File: config.mk
export PLATFORM = sky130hd
export DESIGN_NAME = wtu_watchdog
export DESIGN_NICKNAME = d
export VERILOG_FILES = /design/src/wtu_watchdog.v
export VERILOG_INCLUDE_DIRS = /design/src /design/src/common
export SDC_FILE = /design/constraint.sdc
export NUM_CORES = 1
export LEC_CHECK = 0
export ABC_CLOCK_PERIOD_IN_PS = 3550
export BUFFER_PORTS_ARGS = -buffer_cell sky130_fd_sc_hd__clkbuf_2
export CELL_PAD_IN_SITES_DETAIL_PLACEMENT = 1
export CELL_PAD_IN_SITES_GLOBAL_PLACEMENT = 2
export CORE_MARGIN = 10
export CORE_UTILIZATION = 34
export DETAILED_ROUTE_END_ITERATION = 8
export HOLD_SLACK_MARGIN = 0.08
export PLACE_DENSITY_LB_ADDON = 0.1
export SYNTH_ARGS = -nofsm -noshare
export SYNTH_HDL_FRONTEND = slang
export SYNTH_SLANG_ARGS = --single-unit
File: constraint.sdc
create_clock -name clock -period 3.55 [get_ports clock]
set_input_delay 0.1775 -clock clock [delete_from_list [all_inputs] [get_ports clock]]
set_output_delay 0.1775 -clock clock [all_outputs]
set_load 0.01 [all_outputs]
File: src/common/wtu_map.vh
// Register offsets, field positions, reset values and sequence words of the watchdog unit
`ifndef WTU_MAP_VH
`define WTU_MAP_VH
`define WTU_ADDR_W 16
`define WTU_RELOAD_UPPER_ADDR 16'hF4C0
`define WTU_RELOAD_LOWER_ADDR 16'hF4C2
`define WTU_COUNT_UPPER_ADDR 16'hF4C4
`define WTU_COUNT_LOWER_ADDR 16'hF4C6
`define WTU_LOCKOUT_CLEAR_ADDR 16'hF4C8
`define WTU_STATUS_ADDR 16'hF4CA
`define WTU_LOCK_WORD_FIRST 16'hF01E
`define WTU_LOCK_WORD_SECOND 16'h0FE1
`define WTU_RELOAD_RESET 16'hFFFF
`define WTU_STATUS_RESET 8'h00
`define WTU_BIT_GUARD_ON 7
`define WTU_BIT_BUS_WATCH 1
`define WTU_BIT_CLOCK_STOP 0
`endif

File: src/wtu_watchdog.v
// Watchdog timeout unit: reload/count/status registers, lockout sequence, down-counter
//
// Functional notes
// - Inverted timeout drives slave request line seven.
// - Timeout appears on a dedicated output pin.
// - Reload halves at F4C0/F4C2, dword split.
// - Two-word lockout sequence reloads, enables guard mode.
// - Counter readable as upper and lower words.
// - Bus-watch bit writable until a lockout.
// - Guard-mode bit read-only, set by lockout.
// - Lockout clears bus-watch and clock-stop bits, blocks status writes.
// - Clock-stop bit halts the counter.
`timescale 1ns/100ps
`include "wtu_map.vh"

module wtu_watchdog (
  input wire clock,                       // 40 MHz processor clock
  input wire rst,                         // Synchronous device reset, active high
  input wire [`WTU_ADDR_W-1:0] io_addr,   // I/O address of the access
  input wire io_wr,                       // Write strobe, one cycle
  input wire io_rd,                       // Read strobe, one cycle
  input wire io_dword,                    // 1 = 32-bit write at the even address
  input wire [31:0] io_wdata,             // Write data
  output reg [15:0] io_rdata_q,           // Read data, valid cycle after io_rd
  output reg timeout_out_pin,             // Timeout, active high
  output reg slave_request_line_seven,    // Inverted timeout to interrupt controller
  output reg bus_watch_enable,            // Bus monitor mode enabled
  output reg guard_mode_on                // Watchdog mode enabled
);

  // Lockout tracker: armed by the first word, fired by the second
  localparam LK_IDLE = 1'b0;
  localparam LK_ARMED = 1'b1;
  // Reload table entries, upper half first
  localparam RL_UPPER = 1'b0;
  localparam RL_LOWER = 1'b1;

  reg [15:0] reload_q [0:1];
  reg [31:0] count_q;
  reg [31:0] count_d;
  reg timeout_q;
  reg timeout_d;
  reg lock_state_q;
  reg lock_state_d;
  reg lock_fire;
  reg guard_q;
  reg guard_d;
  reg bus_watch_q;
  reg bus_watch_d;
  reg clock_stop_q;
  reg clock_stop_d;
  reg [15:0] status_word;
  reg [15:0] rdata_d;
  wire [1:0] half_we;
  wire [31:0] half_wdata;
  wire dword_upper;
  wire wr_clear;
  wire wr_status;
  wire first_word;
  wire second_word;
  genvar gi;

  assign dword_upper = io_dword && (io_addr == `WTU_RELOAD_UPPER_ADDR);
  assign wr_clear = io_wr && (io_addr == `WTU_LOCKOUT_CLEAR_ADDR);
  assign wr_status = io_wr && (io_addr == `WTU_STATUS_ADDR);
  assign first_word = io_wdata[15:0] == `WTU_LOCK_WORD_FIRST;
  assign second_word = io_wdata[15:0] == `WTU_LOCK_WORD_SECOND;

  // A dword write at the upper address fills both halves at once
  generate
    for (gi = 0; gi < 2; gi = gi + 1) begin : g_half
      localparam [15:0] HALF_ADDR = (gi == 0) ? `WTU_RELOAD_UPPER_ADDR :
                                    `WTU_RELOAD_LOWER_ADDR;
      assign half_we[gi] = io_wr && ((io_addr == HALF_ADDR) || dword_upper);
      assign half_wdata[gi * 16 +: 16] = dword_upper ? io_wdata[gi * 16 +: 16] :
                                         io_wdata[15:0];
    end
  endgenerate

  always @(posedge clock) begin
    if (rst) begin
      reload_q[RL_UPPER] <= `WTU_RELOAD_RESET;
      reload_q[RL_LOWER] <= `WTU_RELOAD_RESET;
    end else begin
      if (half_we[0]) begin
        reload_q[RL_UPPER] <= half_wdata[15:0];
      end
      if (half_we[1]) begin
        reload_q[RL_LOWER] <= half_wdata[31:16];
      end
    end
  end

  // Other writes may fall between the two words; a clear write of neither word disarms, a repeated first word keeps it armed
  always @* begin
    lock_state_d = lock_state_q;
    lock_fire = 1'b0;
    case (lock_state_q)
      LK_IDLE: begin
        if (wr_clear && first_word) begin
          lock_state_d = LK_ARMED;
        end
      end
      LK_ARMED: begin
        if (wr_clear && second_word) begin
          lock_fire = 1'b1;
          lock_state_d = LK_IDLE;
        end else if (wr_clear && !first_word) begin
          lock_state_d = LK_IDLE;
        end
      end
      default: begin
        lock_state_d = LK_IDLE;
      end
    endcase
  end

  always @(posedge clock) begin
    if (rst) begin
      lock_state_q <= LK_IDLE;
    end else begin
      lock_state_q <= lock_state_d;
    end
  end

  // Counter stalls while stopped; timeout sticks until reload
  always @* begin
    count_d = count_q;
    timeout_d = timeout_q;
    if (lock_fire) begin
      count_d = {reload_q[RL_UPPER], reload_q[RL_LOWER]};
      timeout_d = 1'b0;
    end else if (!clock_stop_q) begin
      if (count_q == 32'h0000_0000) begin
        timeout_d = 1'b1;
      end else begin
        count_d = count_q - 32'h0000_0001;
      end
    end
  end

  always @(posedge clock) begin
    if (rst) begin
      count_q <= {`WTU_RELOAD_RESET, `WTU_RELOAD_RESET};
      timeout_q <= 1'b0;
    end else begin
      count_q <= count_d;
      timeout_q <= timeout_d;
    end
  end

  // Lockout wins over a status write in the same cycle
  always @* begin
    guard_d = guard_q;
    bus_watch_d = bus_watch_q;
    clock_stop_d = clock_stop_q;
    if (lock_fire) begin
      guard_d = 1'b1;
      bus_watch_d = 1'b0;
      clock_stop_d = 1'b0;
    end else if (wr_status && !guard_q) begin
      bus_watch_d = io_wdata[`WTU_BIT_BUS_WATCH];
      clock_stop_d = io_wdata[`WTU_BIT_CLOCK_STOP];
    end
  end

  always @(posedge clock) begin
    if (rst) begin
      guard_q <= 1'b0;
      bus_watch_q <= 1'b0;
      clock_stop_q <= 1'b0;
    end else begin
      guard_q <= guard_d;
      bus_watch_q <= bus_watch_d;
      clock_stop_q <= clock_stop_d;
    end
  end

  always @* begin
    status_word = {8'h00, `WTU_STATUS_RESET};
    status_word[`WTU_BIT_GUARD_ON] = guard_q;
    status_word[`WTU_BIT_BUS_WATCH] = bus_watch_q;
    status_word[`WTU_BIT_CLOCK_STOP] = clock_stop_q;
  end

  // Count halves are not latched together: the count moves between reads
  always @* begin
    case (io_addr)
      `WTU_RELOAD_UPPER_ADDR: begin
        rdata_d = reload_q[RL_UPPER];
      end
      `WTU_RELOAD_LOWER_ADDR: begin
        rdata_d = reload_q[RL_LOWER];
      end
      `WTU_COUNT_UPPER_ADDR: begin
        rdata_d = count_q[31:16];
      end
      `WTU_COUNT_LOWER_ADDR: begin
        rdata_d = count_q[15:0];
      end
      `WTU_STATUS_ADDR: begin
        rdata_d = status_word;
      end
      default: begin
        rdata_d = 16'h0000;
      end
    endcase
  end

  always @(posedge clock) begin
    if (rst) begin
      io_rdata_q <= 16'h0000;
    end else if (io_rd) begin
      io_rdata_q <= rdata_d;
    end
  end

  // Pin-side copies, each registered from the same next-state value as its flop
  always @(posedge clock) begin
    if (rst) begin
      timeout_out_pin <= 1'b0;
      slave_request_line_seven <= 1'b1;
      bus_watch_enable <= 1'b0;
      guard_mode_on <= 1'b0;
    end else begin
      timeout_out_pin <= timeout_d;
      slave_request_line_seven <= ~timeout_d;
      bus_watch_enable <= bus_watch_d;
      guard_mode_on <= guard_d;
    end
  end

endmodule // wtu_watchdog

# After elaboration in Yosys (flattened, before gate mapping)
# Memories as Yosys holds them, arrays and structs flattened.
# Index checks and enable logic that the tools add are counted.
# op_classes
n_reduce_logical	16
n_addsub	1
mux	24
bitwise_logic	4
eq_ne	10
# ops
operator	n
equality test 16 bit, second input constant	7
two-way mux 32 bit	3
case mux 16 bit (5 select lines)	1
two-way mux 16 bit	3
logical NOT 32 bit	1
subtractor 32 x 1 -> 32 bit, second input constant	1
equality test 16 x 12 -> 1 bit, second input constant	1
two-way mux 1 bit	16
logical AND 1 bit	9
!= test 2 bit, second input constant	2
logical NOT 1 bit	2
logical OR 1 bit	2
inverter 1 bit	2
bitwise OR 1 bit	2
case mux 1 bit (2 select lines)	1
AND reduction 2 bit	1
OR reduction 2 bit	1
# word_totals
out_inout_bits	20
input_bits	53
ram_bits	32
register_bits	54
wordCells	64
mem_count	1
# mem_list
memory	depth	width	rd	rd_ports_with_merged_regs	write_ports	line	rtl
reload_q	2	16	2	0	2	wtu_watchdog.v:38	reg [15:0] reload_q [0:1];

# Logic depth before layout (Yosys ltp)
# logic_depth
depth_word	8
depth_mapped	9
ltp_nobuf	8

# Worst setup path after synthesis
# Ideal clock, no wire load.
# synth_timing
path_kind	input to register
start	in io_addr[2]
end	mem reload_q[0][0] (enable)
required_time_ps	3135
n_path_buf	1
arrival_ps	2278
setup_ps	415
slack_ps	858
cell_stages	5
path_cell_list	clkbuf_1 nand4b_1 nor4_1 nand3_1 o31ai_1
# synth_rtl
item	line	rtl
from (decl)	wtu_watchdog.v:19	input wire [`WTU_ADDR_W-1:0] io_addr,
to (decl)	wtu_watchdog.v:38	

# Worst setup path after layout
# layout_timing
start	reg count_q[1]
end	reg count_q[22]
# layout_via
elab_chain_cells	4
word_cells_on_any_way	7
classes_between	add/sub (1); eq/ne (1); mux (3); reduce/logical (2)
# layout_lines
item	line	rtl
from (decl)	wtu_watchdog.v:39	reg [31:0] count_q;
from (signal assigned)	wtu_watchdog.v:144	count_q <= {`WTU_RELOAD_RESET, `WTU_RELOAD_RESET};
from (signal assigned)	wtu_watchdog.v:147	count_q <= count_d;
subtractor 32 x 1 -> 32 bit	wtu_watchdog.v:137	count_d = count_q - 32'h0000_0001;
two-way mux 32 bit	wtu_watchdog.v:134	if (count_q == 32'h0000_0000) begin
two-way mux 32 bit	wtu_watchdog.v:133	end else if (!clock_stop_q) begin
two-way mux 32 bit	wtu_watchdog.v:130	if (lock_fire) begin
# Parallel ways exist; a longest one is shown, timed or not. The select of a mux whose other input is x is not followed.
# A chain may end at the register's enable or synchronous reset.

==> impl_metrics.tcl <==
set metrics [dict create \
    outcome "finished clean" \
    via_count 3969 \
    instances_no_fill 724 \
    worstHoldPathType "primary input to flip-flop" \
    crit_required_ps 3770 \
    cts-root-buf "sky130_fd_sc_hd__clkbuf_16" \
    chip_width_um 133 \
    antenna_found_initial 0 \
    totalWireLength_um 15000 \
    synth.ff_latch_count 86 \
    syn_to_final_growth_pct 19.5 \
    report.final.slew_viol_count 0 \
    ir_worst_vdd_v 0.000223 \
    htree_num_levels 3 \
    dieArea_sq_mm 0.0178 \
    yosys_warnings 0 \
    cts.hold.buffers_added 0 \
    timing.critical_path.from_type "flip-flop" \
    slew-limit-headroom_pct 30.6 \
    cts_max_path_buffers 2 \
    post_synth_arst_share_pct 0 \
    cts_tree "yes" \
    final_period_minus_worst_setup_slack_ps 2710 \
    critPathKind "flip-flop to flip-flop" \
    ys.flop_type "sky130_fd_sc_hd__dfxtp_1" \
    cp.arrival_ps 2930 \
    avgViaCountPerCell 5.48 \
    synth_enable_flop_cells 32 \
    critical-path-max-stage-delay_ps 630 \
    grt_usage_pct 17.1 \
    avgRoutedWirePerCell_um 20.7 \
    cellLeakagePower_nw 1.84 \
    postCtsResizedCells 0 \
    layout-drive-gt1-share_pct 21.6 \
    grt_overflow 0 \
    dpl.cell_count 708 \
    first_iter_violations 318 \
    num_antenna_cells 0 \
    place_congestion 0.864 \
    rsz0062_at_grt "false" \
    synth.cell_area_sq_mm 0.00437 \
    ant_nets 0 \
    grt_pass1_wl_um 23500 \
    dieHeight_um 133 \
    nNetsFinal 601 \
    post-route-cell-area_sq_mm 0.00522 \
    synthesis.nets 534 \
    place_area_sq_mm 0.00493 \
    tritoncts_num_sinks 86 \
    core-area_sq_mm 0.0126 \
    pin_count_of_the_biggest_net_entering_global_routing 33 \
    min_period_over_period_pct 76.2 \
    ys_seq_area_share_pct 46.8 \
    clock-skew-final_ps 7.82 \
    initial_core_util_pct 34.6 \
    filler_cell_count 1510 \
    p_total_mw 2.13 \
    finalSetupViolations 0 \
    synthDistinctLibCells 52 \
    synthesized_area_per_cell_sq_um 9.09 \
    hold_viol 0 \
    clk_slew_on_worst_s_h_paths_ps 60 \
    drc_errors 0 \
    first_global_vias 4094 \
    synth_cells 480 \
    ios 73 \
    maxClockFrequency_ghz 0.369 \
    max-cap-violations 0 \
    row_count 41 \
    path_cells "inv_1 -> ha_1 -> or4b_1 -> nor4_4 -> o211ai_2 -> or4_1 -> xor2_1 -> a21oi_1" \
    power.density_mw_per_mm2 409 \
    drt_pass1_iterations 9 \
    cts_made_buffers 9 \
    io_buffers 72 \
    setup.worst_path.end_class "flip-flop" \
    crit_path_max_fanout 8 \
    post-dp-hpwl_um 11600 \
    clock_latency_ps 340 \
    postCtsSetupBuffers 0 \
    timing.critical_path.slowest_stage_cell "sky130_fd_sc_hd__or4b_1" \
    tightestPinTransition_ps 1040 \
    fin_setup_tns_ps 0 \
]
layout make-up:
class,count,area [sq um],share of cell area (%)
repair buffers,81,428,8.21
flip-flops and latches,86,2040,39.2
well taps,172,215,4.13
clock inverters,4,48.8,0.936
clock buffers,12,236,4.53
inverters,6,22.5,0.432
multi-input cells,363,2220,42.6
power breakdown:
group | internal, mW | switching, mW
sequential | 1.05 | 0.0258
clock | 0.545 | 0.386
combinational | 0.0529 | 0.0750
layer usage:
layer,vias up,wire length [um],track usage (%)
li1,1918,-,-
met1,1927,6880,22.5
met2,112,7030,27.0
met3,12,864,4.21
met4,0,205,5.14
met5,-,0,0
cell usage after synthesis, types with 5 or more instances:
| master | count | area, sq um |
|---|---|---|
| sky130_fd_sc_hd__or4_1 | 7 | 52.6 |
| sky130_fd_sc_hd__a21oi_1 | 28 | 140 |
| sky130_fd_sc_hd__mux2i_1 | 5 | 50.1 |
| sky130_fd_sc_hd__xor2_1 | 8 | 70.1 |
| sky130_fd_sc_hd__nand2_1 | 63 | 236 |
| sky130_fd_sc_hd__dfxtp_1 | 54 | 1080 |
| sky130_fd_sc_hd__inv_1 | 5 | 18.8 |
| sky130_fd_sc_hd__a222oi_1 | 13 | 130 |
| sky130_fd_sc_hd__nor4_1 | 13 | 81.3 |
| sky130_fd_sc_hd__edfxtp_1 | 32 | 961 |
| sky130_fd_sc_hd__nor3_1 | 13 | 65.1 |
| sky130_fd_sc_hd__xnor2_1 | 15 | 131 |
| sky130_fd_sc_hd__o21ai_0 | 21 | 105 |
| sky130_fd_sc_hd__or3_1 | 7 | 43.8 |
| sky130_fd_sc_hd__mux2_2 | 13 | 146 |
| sky130_fd_sc_hd__clkbuf_1 | 21 | 78.8 |
| sky130_fd_sc_hd__nor2_1 | 51 | 191 |
| sky130_fd_sc_hd__nand2b_1 | 19 | 119 |
| sky130_fd_sc_hd__nand3_1 | 29 | 145 |
| sky130_fd_sc_hd__o21a_1 | 5 | 37.5 |
through the flow:
step / worst slack [ps] / utilization [%] / hold slack (ps)
4_1_cts: 824 / 41.3 / 111
5_1_grt: 590 / 41.3 / 147
2_1_floorplan: 858 / - / 321
6_report: 844 / 41.3 / 122
3_3_place_gp: 853 / 39.1 / 439
3_5_place_dp: 724 / 39.1 / 451
placed cells by master, fill, tap and decap left out, types with 7 or more instances in the layout:
master,Yosys,final
sky130_fd_sc_hd__xnor2_1,15,15
sky130_fd_sc_hd__o21ai_0,21,21
sky130_fd_sc_hd__or4_1,7,7
sky130_fd_sc_hd__clkbuf_2,0,72
sky130_fd_sc_hd__or3_1,7,7
sky130_fd_sc_hd__nor4_1,13,12
sky130_fd_sc_hd__buf_4,0,9
sky130_fd_sc_hd__nand2_1,63,63
sky130_fd_sc_hd__nand3_1,29,29
sky130_fd_sc_hd__a222oi_1,13,13
sky130_fd_sc_hd__nor2_1,51,51
sky130_fd_sc_hd__a21oi_1,28,27
sky130_fd_sc_hd__nor3_1,13,12
sky130_fd_sc_hd__mux2_2,13,13
sky130_fd_sc_hd__clkbuf_16,0,9
sky130_fd_sc_hd__edfxtp_1,32,32
sky130_fd_sc_hd__nand2b_1,19,19
sky130_fd_sc_hd__xor2_1,8,8
sky130_fd_sc_hd__dfxtp_1,54,54
path summary, 6_finish.rpt:
check | startpoint | end | slack [ps] | cells after the start
worst max-delay path | count_q[1] | count_q[22] | 840 | 8
worst min-delay path | io_wdata[19] | reload_q[0][19] | 120 | 3
worst max register to register | count_q[1] | count_q[22] | 840 | 8
worst min register to register | io_rdata_q[15] | io_rdata_q[15] | 450 | 2
flip-flops by register name, summed over array words and instances (netlist names):
signal                    cells
bus_watch_enable              1
clock_stop_q                  1
count_q                      32
guard_mode_on                 1
io_rdata_q                   16
lock_state_q                  1
reload_q                     32
slave_request_line_seven      1
timeout_out_pin               1
logic make-up after synthesis:
kind of cell               Yosys count  synth area share, %
muxes                               18                 4.50
buffers and inverters               31                 2.92
adders and majority gates            1                0.287
AOI/OAI and AO/OA                   91                 14.0
DFF                                 86                 46.8
xor gates and xnor gates            23                 4.61
and+or+nand+nor                    230                 26.9
critical path, delay by kind of cell, from the launching register on:
family | cells | cell delay (ps)
buffers and inverters | 1 | 90
and+or+nand+nor | 3 | 1510
DFF | 1 | 320
adders and majority gates | 1 | 200
xor gates and xnor gates | 1 | 170
AOI/OAI and AO/OA | 2 | 290
Note: power is estimated with default switching activity, not from simulation.
